--- config.mk ---
export PLATFORM = sky130hd
export DESIGN_NAME = vme_bridge
export DESIGN_NICKNAME = d
export VERILOG_FILES = /design/src/design/vme_bridge_pkg.sv /design/src/design/mem_arbiter.sv /design/src/design/data_buf.sv /design/src/design/vme_bridge.sv
export SDC_FILE = /design/constraint.sdc
export NUM_CORES = 1
export LEC_CHECK = 0
export ABC_AREA = 1
export BUFFER_PORTS_ARGS = -buffer_cell sky130_fd_sc_hd__buf_2
export CAP_MARGIN = 5
export CORE_MARGIN = 5
export CORE_UTILIZATION = 27
export CTS_CLUSTER_SIZE = 24
export DETAILED_ROUTE_END_ITERATION = 10
export PLACE_DENSITY_LB_ADDON = 0.25
export SETUP_SLACK_MARGIN = 0.5
export SYNTH_ARGS = -nofsm -noshare
export SYNTH_HDL_FRONTEND = slang
export SYNTH_SLANG_ARGS = --single-unit
--- constraint.sdc ---
create_clock -name CORE_CLK -period 7.55 [get_ports CORE_CLK]
set_input_delay 1.8875 -clock CORE_CLK [delete_from_list [all_inputs] [get_ports CORE_CLK]]
set_output_delay 1.8875 -clock CORE_CLK [all_outputs]
set_load 0.01 [all_outputs]
--- src/design/vme_bridge_pkg.sv ---
// Constants shared by the bus bridge, its arbiter and its data buffer.
// Assumes a single 200 MHz core clock and a synchronous active-high reset.
package vme_bridge_pkg;

  // ----------------------------------------------------------------------
  // Timing
  // ----------------------------------------------------------------------
  localparam int CLK_PERIOD_PS = 5000;
  localparam int TIMEOUT_US = 100;
  localparam int TIMEOUT_CYCLES = (TIMEOUT_US * 1000000 + CLK_PERIOD_PS - 1) / CLK_PERIOD_PS;
  localparam int TMO_W = 16;

  // ----------------------------------------------------------------------
  // Page map types and address space boundaries
  // ----------------------------------------------------------------------
  localparam logic [1:0] TYPE_MEM = 2'h0;
  localparam logic [1:0] TYPE_D16 = 2'h2;
  localparam logic [1:0] TYPE_D32 = 2'h3;
  localparam logic [7:0] A24_TOP_BYTE = 8'hff;
  localparam logic [15:0] A16_TOP_HALF = 16'hffff;
  localparam logic [11:0] SYS_WIN_MB = 12'h000;
  localparam logic [11:0] SYS_VIRT_MB = 12'hfff;
  localparam logic [7:0] ONBOARD_VIRT_TOP = 8'hff;

  // ----------------------------------------------------------------------
  // Address modifier groups (bits 5..4)
  // ----------------------------------------------------------------------
  localparam logic [1:0] AM_A24 = 2'h3;
  localparam logic [1:0] AM_A32 = 2'h0;
  localparam logic [1:0] AM_A16 = 2'h2;

  // ----------------------------------------------------------------------
  // Address space codes driven on the bus
  // ----------------------------------------------------------------------
  typedef enum logic [1:0] {SPACE_A32, SPACE_A24, SPACE_A16} space_t;

  // ----------------------------------------------------------------------
  // Arbiter requesters, highest priority first
  // ----------------------------------------------------------------------
  localparam int NREQ = 5;
  localparam int REQ_NET = 0;
  localparam int REQ_FLUSH = 1;
  localparam int REQ_DISK = 2;
  localparam int REQ_SLAVE = 3;
  localparam int REQ_CPU = 4;

  // ----------------------------------------------------------------------
  // Buffer and reset values
  // ----------------------------------------------------------------------
  localparam int BUF_W = 32;
  localparam int BUF_DEPTH = 2;
  localparam logic [4:0] GRANT_RST = 5'h00;

endpackage

--- src/design/mem_arbiter.sv ---
// Fixed-priority arbiter for memory requesters, bit 0 highest.
// Assumes requesters hold their request until their cycle is reported done.
module mem_arbiter (
  input wire logic clk,
  input wire logic rst,
  input wire logic [vme_bridge_pkg::NREQ-1:0] req,
  input wire logic done,
  output logic [vme_bridge_pkg::NREQ-1:0] grant
);

  logic [vme_bridge_pkg::NREQ-1:0] grant_r;
  logic [vme_bridge_pkg::NREQ-1:0] grant_nxt;

  // ----------------------------------------------------------------------
  // Priority pick
  // ----------------------------------------------------------------------
  always_comb begin
    grant_nxt = grant_r;
    if (grant_r == '0 || done) begin
      grant_nxt = (req & ~grant_r) & (~(req & ~grant_r) + 1'b1);
    end
  end

  always_ff @(posedge clk) begin
    if (rst) begin
      grant_r <= vme_bridge_pkg::GRANT_RST;
    end else begin
      grant_r <= grant_nxt;
    end
  end

  assign grant = grant_r;

  one_grant_a: assert property (@(posedge clk) disable iff (rst) $onehot0(grant_r))
    else $error("more than one grant");
  grant_hold_a: assert property (@(posedge clk) disable iff (rst)
    (grant_r != '0 && !done) |=> $stable(grant_r))
    else $error("grant changed mid cycle");

endmodule

--- src/design/data_buf.sv ---
// Two-entry valid/ready buffer for read data returned toward the bus.
// Assumes the drain side may stall at any time.
module data_buf (
  input wire logic clk,
  input wire logic rst,
  input wire logic in_valid,
  output logic in_ready,
  input wire logic [vme_bridge_pkg::BUF_W-1:0] in_data,
  output logic out_valid,
  input wire logic out_ready,
  output logic [vme_bridge_pkg::BUF_W-1:0] out_data
);

  logic [vme_bridge_pkg::BUF_W-1:0] mem_r [vme_bridge_pkg::BUF_DEPTH];
  logic wp_r;
  logic rp_r;
  logic [1:0] cnt_r;
  logic push;
  logic pop;

  assign in_ready = (cnt_r != 2'h2);
  assign out_valid = (cnt_r != 2'h0);
  assign push = in_valid && in_ready;
  assign pop = out_valid && out_ready;
  assign out_data = mem_r[rp_r];

  always_ff @(posedge clk) begin
    if (push) begin
      mem_r[wp_r] <= in_data;
    end
  end

  always_ff @(posedge clk) begin
    if (rst) begin
      wp_r <= 1'b0;
      rp_r <= 1'b0;
      cnt_r <= 2'h0;
    end else begin
      wp_r <= wp_r ^ push;
      rp_r <= rp_r ^ pop;
      cnt_r <= 2'(cnt_r + {1'b0, push} - {1'b0, pop});
    end
  end

  no_overflow_a: assert property (@(posedge clk) disable iff (rst)
    (cnt_r == 2'h2 && !pop) |=> cnt_r == 2'h2)
    else $error("buffer lost an entry");

endmodule

--- src/design/vme_bridge.sv ---
// Dual-ported bus bridge: CPU master path, bus slave path and memory arbiter.
// Assumes a translation unit outside that answers page fault and protection.
// Function
// - Two map types give D16 or D32 cycles
// - Top 64K A16, top 16M A24, else A32
// - Any CPU alignment split into legal cycles
// - Timeout at least 100us after acquisition
// - A32 and D32 as master and slave
// - Single-level arbiter, jumper can disable
// - Release bus only on other request
// - Handle interrupts 1-7, never interrupter
// - Slave read-modify-write atomic against bus
// - CPU read-modify-write atomic against bus
// - No block transfers, single addressed cycles
// - Priority net, flush, disk, slave, CPU; CPU request tied low, never granted
// - Only type 0 memory reachable
// - Translate with context, address, access code
// - Net and disk map to top 16MB supervisor; flush uses its full 28-bit address
// - Onboard devices ignore enable bits
// - No protection check during cache flush
// - Slave takes byte, word, long, both modes
// - Decode address and AM 5..4 only
// - Bus error for absent or non-memory
// - Bus error on fault, protection, read error
// - System window low 1MB to top MB
// - User window bit 31, context 30..28
// - Disabled context gets no response
module vme_bridge (
  // Clock and reset
  input wire logic CORE_CLK,
  input wire logic RESET,
  // Configuration
  input wire logic ARBITER_JUMPER,
  input wire logic SYSTEM_SPACE_ACCESS_ENABLE,
  input wire logic [7:0] USER_ENABLE,
  input wire logic [2:0] CONTEXT_NUMBER,
  input wire logic MEM_ERR_INT_ENABLE,
  // CPU master request
  input wire logic CPU_REQ,
  input wire logic [1:0] CPU_TYPE,
  input wire logic [31:0] CPU_ADDR,
  input wire logic [2:0] CPU_SIZE,
  input wire logic CPU_WRITE,
  input wire logic CPU_RMW,
  input wire logic [31:0] CPU_WDATA,
  output logic CPU_ACK,
  output logic CPU_BERR,
  output logic [31:0] CPU_RDATA,
  // Bus master signals
  output logic BUS_REQ,
  input wire logic BUS_GRANT,
  input wire logic BUS_OTHER_REQ,
  output logic BUS_BUSY,
  output logic BUS_AS,
  output logic [1:0] BUS_SPACE,
  output logic [31:0] BUS_ADDR,
  output logic [3:0] BUS_DS,
  output logic BUS_WRITE,
  output logic [31:0] BUS_WDATA,
  input wire logic [31:0] BUS_RDATA,
  input wire logic BUS_DTACK,
  input wire logic BUS_BERR_IN,
  // Arbiter request input and grant output toward other boards
  input wire logic [6:0] BUS_REQ_IN,
  output logic BUS_GRANT_OUT,
  // Interrupt handler
  input wire logic [7:1] BUS_IRQ,
  output logic [2:0] IRQ_LEVEL,
  // Bus slave side
  input wire logic SLV_AS,
  input wire logic [31:0] SLV_ADDR,
  input wire logic [5:0] SLV_AM,
  input wire logic [3:0] SLV_DS,
  input wire logic SLV_WRITE,
  input wire logic SLV_LOCK,
  input wire logic [31:0] SLV_WDATA,
  output logic SLV_DTACK,
  output logic SLV_BERR,
  output logic [31:0] SLV_RDATA,
  input wire logic SLV_RDY,
  // Onboard direct_virtual_memory_access requesters
  input wire logic NET_REQ,
  input wire logic [23:0] NET_ADDR,
  input wire logic FLUSH_REQ,
  input wire logic [27:0] FLUSH_ADDR,
  input wire logic DISK_REQ,
  input wire logic [23:0] DISK_ADDR,
  output logic [4:0] MEM_GRANT,
  output logic MEM_DONE_OUT,
  // Translated memory port
  output logic MEM_REQ,
  output logic [2:0] MEM_CONTEXT,
  output logic [27:0] MEM_VADDR,
  output logic MEM_SUPER,
  output logic MEM_CHECK,
  output logic MEM_WRITE,
  input wire logic MEM_DONE,
  input wire logic [1:0] MEM_PTYPE,
  input wire logic MEM_FAULT,
  input wire logic MEM_PROT,
  input wire logic MEM_RD_ERR,
  input wire logic [31:0] MEM_RDATA,
  output logic MEM_ERR_IRQ
);

  // ----------------------------------------------------------------------
  // Decoding helpers
  // ----------------------------------------------------------------------
  function automatic logic [1:0] space_of(input logic [31:0] a);
    if (a[31:16] == vme_bridge_pkg::A16_TOP_HALF) begin
      return 2'(vme_bridge_pkg::SPACE_A16);
    end else if (a[31:24] == vme_bridge_pkg::A24_TOP_BYTE) begin
      return 2'(vme_bridge_pkg::SPACE_A24);
    end
    return 2'(vme_bridge_pkg::SPACE_A32);
  endfunction

  function automatic logic [3:0] lanes_of(input logic [1:0] off, input logic [2:0] n);
    logic [3:0] m;
    m = 4'h0;
    for (int i = 0; i < 4; i++) begin
      if (i >= off && i < off + n) begin
        m[i] = 1'b1;
      end
    end
    return m;
  endfunction

  // ----------------------------------------------------------------------
  // Master path state
  // ----------------------------------------------------------------------
  typedef enum logic [1:0] {M_IDLE, M_ACQ, M_XFER, M_DONE} mst_t;
  mst_t mst_r;
  logic own_r;
  logic [31:0] addr_r;
  logic [2:0] left_r;
  logic [31:0] wdata_r;
  logic [31:0] rdata_r;
  logic berr_r;
  logic as_r;
  logic [3:0] ds_r;
  logic [vme_bridge_pkg::TMO_W-1:0] tmo_r;
  logic [2:0] chunk;
  logic [2:0] width;
  logic [1:0] off;

  assign width = (CPU_TYPE == vme_bridge_pkg::TYPE_D32) ? 3'h4 : 3'h2;
  assign off = addr_r[1:0];
  // bytes up to the next lane boundary of the port width.
  always_comb begin
    chunk = 3'(width - (width == 3'h4 ? {1'b0, off} : {2'b00, off[0]}));
    if (chunk > left_r) begin
      chunk = left_r;
    end
  end

  always_ff @(posedge CORE_CLK) begin
    if (RESET) begin
      mst_r <= M_IDLE;
      addr_r <= 32'h0;
      left_r <= 3'h0;
      wdata_r <= 32'h0;
      rdata_r <= 32'h0;
      berr_r <= 1'b0;
      as_r <= 1'b0;
      ds_r <= 4'h0;
      tmo_r <= '0;
    end else begin
      unique case (mst_r)
        M_IDLE: begin
          berr_r <= 1'b0;
          if (CPU_REQ) begin
            addr_r <= CPU_ADDR;
            left_r <= CPU_SIZE;
            wdata_r <= CPU_WDATA;
            mst_r <= M_ACQ;
          end
        end
        M_ACQ: begin
          if (own_r) begin
            tmo_r <= '0;
            as_r <= 1'b1;
            ds_r <= lanes_of(off, chunk);
            mst_r <= M_XFER;
          end
        end
        M_XFER: begin
          tmo_r <= tmo_r + 1'b1;
          if (BUS_DTACK || BUS_BERR_IN
              || tmo_r == vme_bridge_pkg::TMO_W'(vme_bridge_pkg::TIMEOUT_CYCLES - 1)) begin
            as_r <= 1'b0;
            ds_r <= 4'h0;
            berr_r <= berr_r | ~BUS_DTACK;
            for (int i = 0; i < 4; i++) begin
              if (ds_r[i]) begin
                rdata_r[8*i +: 8] <= BUS_RDATA[8*i +: 8];
              end
            end
            addr_r <= addr_r + 32'(chunk);
            left_r <= left_r - chunk;
            mst_r <= (left_r == chunk || !BUS_DTACK) ? M_DONE : M_ACQ;
          end
        end
        M_DONE: mst_r <= M_IDLE;
      endcase
    end
  end

  // ownership stays until another requester asks; holds it over a lock.
  always_ff @(posedge CORE_CLK) begin
    if (RESET) begin
      own_r <= 1'b0;
    end else if (!own_r && BUS_GRANT && mst_r == M_ACQ) begin
      own_r <= 1'b1;
    end else if (own_r && BUS_OTHER_REQ && (mst_r == M_IDLE || mst_r == M_DONE)
                 && !(CPU_RMW && CPU_REQ)) begin
      own_r <= 1'b0;
    end
  end

  assign BUS_REQ = (mst_r == M_ACQ) && !own_r;
  assign BUS_BUSY = own_r;
  assign BUS_AS = as_r;
  assign BUS_DS = ds_r;
  assign BUS_ADDR = addr_r;
  assign BUS_SPACE = space_of(addr_r);
  assign BUS_WRITE = CPU_WRITE;
  assign BUS_WDATA = wdata_r;
  assign CPU_ACK = (mst_r == M_DONE);
  assign CPU_BERR = (mst_r == M_DONE) && berr_r;
  assign CPU_RDATA = rdata_r;

  // ----------------------------------------------------------------------
  // Single-level bus arbiter and interrupt handler
  // ----------------------------------------------------------------------
  logic bgo_r;
  logic [2:0] irq_r;
  logic slv_hold_r;
  always_ff @(posedge CORE_CLK) begin
    if (RESET) begin
      bgo_r <= 1'b0;
    end else begin
      bgo_r <= ARBITER_JUMPER && BUS_REQ_IN[3] && !own_r && !BUS_REQ && !slv_hold_r;
    end
  end
  always_ff @(posedge CORE_CLK) begin
    if (RESET) begin
      irq_r <= 3'h0;
    end else begin
      irq_r <= 3'h0;
      for (int l = 1; l <= 7; l++) begin
        if (BUS_IRQ[l]) begin
          irq_r <= 3'(l);
        end
      end
    end
  end
  assign BUS_GRANT_OUT = bgo_r;
  assign IRQ_LEVEL = irq_r;

  // ----------------------------------------------------------------------
  // Slave decode
  // ----------------------------------------------------------------------
  logic sys_hit;
  logic usr_hit;
  logic am_a24;
  logic am_a32;
  assign am_a24 = SLV_AM[5:4] == vme_bridge_pkg::AM_A24;
  assign am_a32 = SLV_AM[5:4] == vme_bridge_pkg::AM_A32;
  assign sys_hit = SYSTEM_SPACE_ACCESS_ENABLE
    && ((am_a32 && SLV_ADDR[31:20] == vme_bridge_pkg::SYS_WIN_MB)
    || (am_a24 && SLV_ADDR[23:20] == 4'h0));
  assign usr_hit = am_a32 && SLV_ADDR[31] && USER_ENABLE[SLV_ADDR[30:28]];

  // ----------------------------------------------------------------------
  // Memory arbitration
  // ----------------------------------------------------------------------
  logic [4:0] reqs;
  logic [4:0] gnt;
  logic slv_busy_r;
  assign reqs = {1'b0, SLV_AS && (sys_hit || usr_hit) && !slv_busy_r,
                 DISK_REQ, FLUSH_REQ, NET_REQ};

  mem_arbiter u_arb (
    .clk(CORE_CLK),
    .rst(RESET),
    .req(reqs),
    .done(MEM_DONE),
    .grant(gnt)
  );
  assign MEM_GRANT = gnt;
  assign MEM_DONE_OUT = MEM_DONE;

  always_comb begin
    MEM_CONTEXT = CONTEXT_NUMBER;
    MEM_VADDR = 28'h0;
    MEM_SUPER = 1'b1;
    MEM_CHECK = 1'b1;
    MEM_WRITE = 1'b0;
    if (gnt[vme_bridge_pkg::REQ_NET]) begin
      MEM_VADDR = {vme_bridge_pkg::ONBOARD_VIRT_TOP[3:0], NET_ADDR};
    end else if (gnt[vme_bridge_pkg::REQ_FLUSH]) begin
      MEM_VADDR = FLUSH_ADDR;
      MEM_CHECK = 1'b0;
    end else if (gnt[vme_bridge_pkg::REQ_DISK]) begin
      MEM_VADDR = {vme_bridge_pkg::ONBOARD_VIRT_TOP[3:0], DISK_ADDR};
    end else if (gnt[vme_bridge_pkg::REQ_SLAVE]) begin
      MEM_WRITE = SLV_WRITE;
      if (SLV_ADDR[31] && am_a32) begin
        MEM_CONTEXT = SLV_ADDR[30:28];
        MEM_VADDR = SLV_ADDR[27:0];
        MEM_SUPER = 1'b0;
      end else begin
        MEM_VADDR = {vme_bridge_pkg::SYS_VIRT_MB[7:0], SLV_ADDR[19:0]};
      end
    end
  end
  assign MEM_REQ = gnt != 5'h0;

  // ----------------------------------------------------------------------
  // Slave answer
  // ----------------------------------------------------------------------
  logic slv_err;
  logic [31:0] buf_data;
  logic buf_valid;
  logic buf_ready;
  logic berr_sr;
  logic irq_mem_r;
  assign slv_err = MEM_PTYPE != vme_bridge_pkg::TYPE_MEM || MEM_FAULT || MEM_PROT
                   || (MEM_RD_ERR && !SLV_WRITE);

  data_buf u_buf (
    .clk(CORE_CLK),
    .rst(RESET),
    .in_valid(gnt[vme_bridge_pkg::REQ_SLAVE] && MEM_DONE),
    .in_ready(buf_ready),
    .in_data(MEM_RDATA),
    .out_valid(buf_valid),
    .out_ready(SLV_RDY && slv_busy_r),
    .out_data(buf_data)
  );

  always_ff @(posedge CORE_CLK) begin
    if (RESET) begin
      slv_busy_r <= 1'b0;
      berr_sr <= 1'b0;
      slv_hold_r <= 1'b0;
    end else begin
      if (gnt[vme_bridge_pkg::REQ_SLAVE] && MEM_DONE && buf_ready) begin
        slv_busy_r <= 1'b1;
        berr_sr <= slv_err;
      end else if (!SLV_AS) begin
        slv_busy_r <= 1'b0;
        berr_sr <= 1'b0;
      end
      slv_hold_r <= SLV_LOCK && SLV_AS;
    end
  end
  always_ff @(posedge CORE_CLK) begin
    if (RESET) begin
      irq_mem_r <= 1'b0;
    end else begin
      irq_mem_r <= MEM_DONE && MEM_RD_ERR && MEM_ERR_INT_ENABLE;
    end
  end
  assign SLV_DTACK = slv_busy_r && !berr_sr && buf_valid;
  assign SLV_BERR = slv_busy_r && berr_sr;
  assign SLV_RDATA = buf_data;
  assign MEM_ERR_IRQ = irq_mem_r;

  // while a locked slave cycle runs, no other board is granted the bus.
  lock_grant_a: assert property (@(posedge CORE_CLK) disable iff (RESET)
    slv_hold_r |=> !bgo_r)
    else $error("grant given during slave lock");
  flush_check_a: assert property (@(posedge CORE_CLK) disable iff (RESET)
    gnt[vme_bridge_pkg::REQ_FLUSH] |-> !MEM_CHECK)
    else $error("flush was protection checked");
  bad_type_a: assert property (@(posedge CORE_CLK) disable iff (RESET)
    (gnt[vme_bridge_pkg::REQ_SLAVE] && MEM_DONE && buf_ready && MEM_PTYPE != 2'h0)
    |=> SLV_BERR && !SLV_DTACK)
    else $error("non-memory slave access not refused");
  keep_bus_a: assert property (@(posedge CORE_CLK) disable iff (RESET)
    (own_r && !BUS_OTHER_REQ) |=> own_r)
    else $error("bus released without request");
  tmo_floor_a: assert property (@(posedge CORE_CLK) disable iff (RESET)
    ($rose(as_r) ##1 (!BUS_DTACK && !BUS_BERR_IN)[*8]) |-> as_r)
    else $error("transfer ended early");
  user_off_a: assert property (@(posedge CORE_CLK) disable iff (RESET)
    (am_a32 && SLV_ADDR[31] && !USER_ENABLE[SLV_ADDR[30:28]] && !sys_hit)
    |-> !reqs[vme_bridge_pkg::REQ_SLAVE])
    else $error("disabled context answered");
  space_a: assert property (@(posedge CORE_CLK) disable iff (RESET)
    (as_r && addr_r[31:16] == 16'hffff) |-> BUS_SPACE == 2'(vme_bridge_pkg::SPACE_A16))
    else $error("wrong short space");
  net_top_a: assert property (@(posedge CORE_CLK) disable iff (RESET)
    gnt[vme_bridge_pkg::REQ_NET] |-> MEM_SUPER && MEM_VADDR[27:24] == 4'hf)
    else $error("onboard mapping wrong");

endmodule

==> impl_metrics.env, run 1 <==
export IMPL_synthArstFlopShare=0
export IMPL_syn_area_um2=10260
export IMPL_routed_wl_mm=39.80
export IMPL_drt_iter0_markers=789
export IMPL_avgSynthCellArea_um2=7.099
export IMPL_synthTopCellsByArea="dfxtp_1 27%, edfxtp_1 19%, nand2_1 16%"
export IMPL_num_io_pins=521
export IMPL_synth_edf_count=64
export IMPL_fillerInstances=4086
export IMPL_hold_class="reg -> reg"
export IMPL_min_period_over_period=0.6855
export IMPL_grt_pass1_vias=10580
export IMPL_power_switching_mw=1.494
export IMPL_intPower_mw=2.525
export IMPL_critPathMaxStageDelay_ps=360
export IMPL_worst_pin_slew_ps=1088
export IMPL_cts_resized=0
export IMPL_clkLatencyLatePin_ps=520
export IMPL_path_cells="buf_2, nor2_1, nand2_1, inv_1, nand2_1, mux2_2, buf_2"
export IMPL_postCtsSetupBuffers=0
export IMPL_dp_hpwl_mm=31.09
export IMPL_htree_levels=1
export IMPL_setup_violations=0
export IMPL_cts_hold_buf=0
export IMPL_syn_inst=1445
export IMPL_stdcell_count=2427
export IMPL_io_buffers=471
export IMPL_gr_total_overflow=0
export IMPL_pre_cts_ws_ps=2380
export IMPL_synth_seq_cells=204
export IMPL_grt_pass1_wl_mm=59.26
export IMPL_regArea_um2=4725
export IMPL_max_cap_violations=0
export IMPL_cp_end_kind="primary output"
export IMPL_cp_max_fo=6
export IMPL_vdd_drop_max_v=0.0001663
export IMPL_die_area_um2=41990
export IMPL_cts_clk_slew_worst_paths_ps=60
export IMPL_place_congestion=0.9000
export IMPL_drt_vias_per_instance=4.626
export IMPL_yosys_most_used_dff="dfxtp_1"
export IMPL_rows=71
export IMPL_leakagePower_nw=6.563
export IMPL_core_area_um2=37580
export IMPL_clock_path_buffers=3
export IMPL_hold_violations=0
export IMPL_synth_seq_area_share=0.4605
export IMPL_cts_buffers=25
export IMPL_slew_violations=0
export IMPL_holdWs_ps=404.9
export IMPL_areaGrowthSynthToFinish_pct=35.31
export IMPL_min_period_ps=5175
export IMPL_required_ps=5660
export IMPL_status="complete, no violations"
export IMPL_crit_buf_inv=3
export IMPL_yosys_warnings=0
export IMPL_setup_tns_ps=0
export IMPL_place_inst=2379
export IMPL_dr_total_vias=11230
export IMPL_cpMaxStageDelayCell="mux2_2"
export IMPL_first_pass_iters=6
export IMPL_p_per_area_nw_per_um2=289.6
export IMPL_layout_setup_ws_ps=2375
export IMPL_yosys_area_top_type_share=0.2732
export IMPL_seq_power_share=0.361
export IMPL_yosysTopAreaCell="dfxtp_1"
export IMPL_utilization=0.3694
export IMPL_cts_sinks=204
export IMPL_max_freq_mhz=193.2
export IMPL_rsz0062_at_grt="no"
export IMPL_start_util=0.2730
export IMPL_nNetsFinal=2248
export IMPL_combPwrFrac=0.341
export IMPL_wl_per_cell_um=16.40
export IMPL_crit_arrival_ps=3290
export IMPL_grt_max_degree=77
export IMPL_cts_tree="yes"
export IMPL_drc_errors=0
export IMPL_slew_headroom=0.2737
export IMPL_final_layout_size_suffix_gt1_frac=0.2828
export IMPL_design_area_um2=13880
export IMPL_antenna_found_initial=10
export IMPL_multi_input_area_um2=4897
export IMPL_start_kind="input port"
export IMPL_yosysUniqueCellTypes=39
export IMPL_syn_nets=1798
export IMPL_crit_type="in -> out"
export IMPL_p_sw_frac=0.3717
export IMPL_fin_skew_ps=9.950
export IMPL_grt_usage=0.1762
export IMPL_critPathTopFamily="simple AND/OR/NAND/NOR gates"
export IMPL_clkPwrFrac=0.298
export IMPL_die_w_um=204.9
export IMPL_antenna_left=0
export IMPL_die_y_um=204.9
export IMPL_power_mw=4.019
export IMPL_placed_area_um2=13060
export IMPL_cts_root_buf="clkbuf_16"
## state kept, by name (all words and copies together) (netlist names)
name,cells
u_arb.grant,4
tmo_r,16
IRQ_LEVEL,3
berr_r,1
BUS_GRANT_OUT,1
MEM_ERR_IRQ,1
u_buf.cnt_r,2
berr_sr,1
BUS_AS,1
slv_busy_r,1
u_buf.mem_r,64
left_r,3
BUS_BUSY,1
BUS_ADDR,32
BUS_WDATA,32
u_buf.wp_r,1
CPU_RDATA,32
u_buf.rp_r,1
mst_r,2
slv_hold_r,1
BUS_DS,4
## cell type report
class                           instances  share of cell area
Antenna cell                            3           0.0005408
Clock buffer                           32             0.04696
Clock inverter                         13             0.01172
Inverter                               96             0.02632
Multi-Input combinational cell       1087              0.3528
Sequential cell                       204              0.3404
Tap cell                              511             0.04606
Timing Repair Buffer                  481              0.1752
## cells by family after synthesis
logic type	after synthesis	share of synthesized area
AOI/OAI and AO/OA	216	0.1106
buffers and inverters	154	0.06232
xor gates and xnor gates	3	0.002562
DFF	204	0.4605
and+or+nand+nor	846	0.3366
adders and majority gates	20	0.02586
other	1	0.0003655
muxes	1	0.001098
## layout by cell type (no fill, tap or decap), types with 3 or more instances in the layout
master and count:
clkinv_2 7, nand2_1 437, clkbuf_1 7, nand3b_1 13, nand3_1 70, a31oi_1 6
o21ai_0 114, buf_4 10, diode_2 3, inv_2 5, o21a_1 3, ha_1 17
nor3_1 15, nand4_1 28, nand2_2 6, inv_1 87, nor2_1 268, a21oi_1 80
bufinv_16 4, buf_2 471, or2_2 6, xor2_1 3, dfxtp_1 140, clkbuf_16 25
edfxtp_1 64, clkinv_1 5
## worst paths after layout
path / startpoint / end / slack (ps) / depth (start not counted)
setup / recovery: SLV_AM[5] / MEM_CONTEXT[1] / 2370 / 7
hold / removal: slv_hold_r / BUS_GRANT_OUT / 400 / 1
setup reg to reg: BUS_ADDR[1] / BUS_ADDR[8] / 3830 / 21
hold reg to reg: slv_hold_r / BUS_GRANT_OUT / 400 / 1
## power groups by stage
stage | Combinational [mW] | Clock, mW | Sequential, mW
after CTS | 1.39 | 1.24 | 1.45
after floorplan | 0.876 | 0 | 1.49
final | 1.37 | 1.20 | 1.45
after global placement | 1.37 | 0 | 1.47
after global routing | 1.56 | 1.29 | 1.48
after detailed placement | 1.38 | 0 | 1.47
## synth_stat cells (2+ instances only)
cell / count
nand2_1: 437
nor2_1: 268
dfxtp_1: 140
o21ai_0: 114
inv_1: 88
a21oi_1: 80
nand3_1: 70
edfxtp_1: 64
clkbuf_1: 43
nand4_1: 28
ha_1: 18
nor3_1: 15
nand3b_1: 13
a31oi_1: 6
buf_2: 6
nand2_2: 6
or2_2: 6
buf_6: 5
clkinv_2: 4
inv_2: 4
buf_4: 3
o21a_1: 3
xor2_1: 3
a211oi_1: 2
fa_1: 2
o211ai_1: 2
o21ai_1: 2
o21bai_1: 2
## per-layer routing
layer	routed length (um)	vias up	track usage
li1	-	5609	-
met1	17200	5094	0.2410
met2	17550	439	0.2690
met3	4080	75	0.05667
met4	906	10	0.04785
met5	66	-	0
(Power assumes the default switching activity.)
==> run 2: changes to the inputs <==
- clock period: 7.55 -> 4.8 ns (I/O delays scaled with it)
==> run 2 against run 1 <==
  * Via count barely moved
  * Flip-flop and latch count unchanged
  * Combinational power rose by 59%
  * Clock skew increased by 13 ps
  * Worst hold slack got worse by 12 ps
  * Final area is essentially flat
  * Largest power group unchanged
==> impl_metrics.env, run 2 (synthesized netlist as in run 1, its figures left out) <==
export IMPL_dr_total_vias=11230
export IMPL_placed_area_um2=13070
export IMPL_vdd_drop_max_v=0.0002957
export IMPL_crit_arrival_ps=4350
export IMPL_required_ps=5170
export IMPL_crit_buf_inv=2
export IMPL_cts_root_buf="clkbuf_16"
export IMPL_stdcell_count=2431
export IMPL_top_register="u_buf.mem_r"
export IMPL_grt_pass1_vias=10650
export IMPL_final_common_cell="buf_2"
export IMPL_antenna_found_initial=9
export IMPL_pre_cts_ws_ps=285.6
export IMPL_min_period_ps=3980
export IMPL_setup_violations=0
export IMPL_layout_setup_ws_ps=819.8
export IMPL_status="complete, no violations"
export IMPL_rows=71
export IMPL_die_area_um2=41990
export IMPL_crit_type="in -> reg"
export IMPL_drt_iter0_markers=805
export IMPL_io_buffers=471
export IMPL_reg2reg_from="BUS_ADDR[1]"
export IMPL_slew_violations=0
export IMPL_p_per_area_nw_per_um2=454.2
export IMPL_clkLatencyLatePin_ps=530
export IMPL_start_util=0.2730
export IMPL_reg2reg_slack_ps=1060
export IMPL_cts_sinks=204
export IMPL_htree_levels=1
export IMPL_max_cap_violations=0
export IMPL_power_mw=6.311
export IMPL_cp_common_cell="nand2_1"
export IMPL_num_io_pins=521
export IMPL_nNetsFinal=2250
export IMPL_die_w_um=204.9
export IMPL_design_area_um2=13890
export IMPL_critPathTopFamily="simple AND/OR/NAND/NOR gates"
export IMPL_r2r_cells=21
export IMPL_fin_skew_ps=23.04
export IMPL_setup_tns_ps=0
export IMPL_grt_pass1_wl_mm=59.71
export IMPL_path_cells="buf_2, nand2_1, nor2_1, ha_1, nand3_1, inv_1, ha_1, a21oi_1, nand2_1, nand2_1, nand2_1, o21ai_0, ha_1, fa_2, nand3_1, nand2_1, nand3_1, nor2_1, nand2_1, nand2_1, nand3_1, nand2_1, a21oi_1"
export IMPL_reg2reg_to="BUS_ADDR[18]"
export IMPL_utilization=0.3697
export IMPL_hold_class="reg -> reg"
export IMPL_slew_headroom=0.2782
export IMPL_cts_tree="yes"
export IMPL_die_y_um=204.9
export IMPL_grt_usage=0.1780
export IMPL_cts_clk_slew_worst_paths_ps=60
export IMPL_layout_common_cells="471 x buf_2, 437 x nand2_1, 268 x nor2_1, 140 x dfxtp_1, 114 x o21ai_0"
export IMPL_place_inst=2381
export IMPL_areaGrowthSynthToFinish_pct=35.43
export IMPL_start_kind="input port"
export IMPL_place_congestion=0.8988
export IMPL_cp_max_fo=5
export IMPL_cpMaxStageDelayCell="ha_1"
export IMPL_gr_total_overflow=0
export IMPL_min_period_over_period=0.8292
export IMPL_cp_end_kind="flip-flop"
export IMPL_clock_path_buffers=3
export IMPL_worstHoldEndpoint="BUS_GRANT_OUT"
export IMPL_antenna_left=0
export IMPL_leakagePower_nw=6.560
export IMPL_core_area_um2=37580
export IMPL_grt_max_degree=71
export IMPL_hold_depth=1
export IMPL_largest_reg_flops=64
export IMPL_holdWs_ps=392.7
export IMPL_cts_buffers=25
export IMPL_hold_start="slv_hold_r"
export IMPL_wl_per_cell_um=16.54
export IMPL_final_layout_size_suffix_gt1_frac=0.2860
export IMPL_first_pass_iters=5
export IMPL_routed_wl_mm=40.20
export IMPL_max_freq_mhz=251.2
export IMPL_drc_errors=0
export IMPL_worst_pin_slew_ps=1082
export IMPL_drt_vias_per_instance=4.621
export IMPL_dp_hpwl_mm=31.32
export IMPL_hold_violations=0
export IMPL_rsz0062_at_grt="no"
export IMPL_critPathMaxStageDelay_ps=300
## run 2: worst max path at each step
stage,slack [ps],cells after the start,endpoint,startpoint
detailed placement,290,22,BUS_ADDR[8],CPU_TYPE[0]
global route,510,23,BUS_ADDR[14],CPU_TYPE[0]
CTS,860,22,BUS_ADDR[8],CPU_TYPE[0]
global placement,340,22,BUS_ADDR[8],CPU_TYPE[0]
floorplan,860,21,BUS_ADDR[8],CPU_TYPE[0]
finish,820,23,BUS_ADDR[18],CPU_TYPE[0]
## run 2: metal layers
metal | vias up | global-route usage | wire length [um]
li1 | 5611 | - | -
met1 | 5132 | 0.2469 | 17600
met2 | 426 | 0.2767 | 18150
met3 | 55 | 0.05303 | 3675
met4 | 10 | 0.03636 | 702
met5 | - | 0 | 69
## run 2: where the power goes
group	internal (mW)	switching, mW	leakage, nW
Combinational	0.795	1.38	4.45
Clock	1.12	0.741	0.386
Sequential	2.02	0.259	1.72
## run 2: cell type report
cell class | instances | area (um^2)
antenna | 4 | 10.01
fill | 4095 | 23680
multi-input combinational | 1087 | 4900
sequential | 204 | 4725
inverter | 96 | 365.4
tap | 511 | 639.4
timing repair buffer | 483 | 2447
clock buffer | 36 | 696.9
clock inverter | 10 | 110.1
## run 2: repair_timing
item | CTS | global route
hold endpoints to repair | 0 | 0
hold buffers | 0 | 0
resized for setup | 0 | 1
setup buffers | 0 | 0
endpoints found under the setup margin | 0 | 3
## run 2: worst reg2reg max path: cells and delay by family, from the launching register on
kind / cells / cell delay (ps)
buffers and inverters: 1 / 70
adder cells (fa/ha/maj): 4 / 1080
flip-flops: 1 / 530
AO/OA/AOI/OAI: 3 / 330
AND/OR/NAND/NOR: 13 / 1570
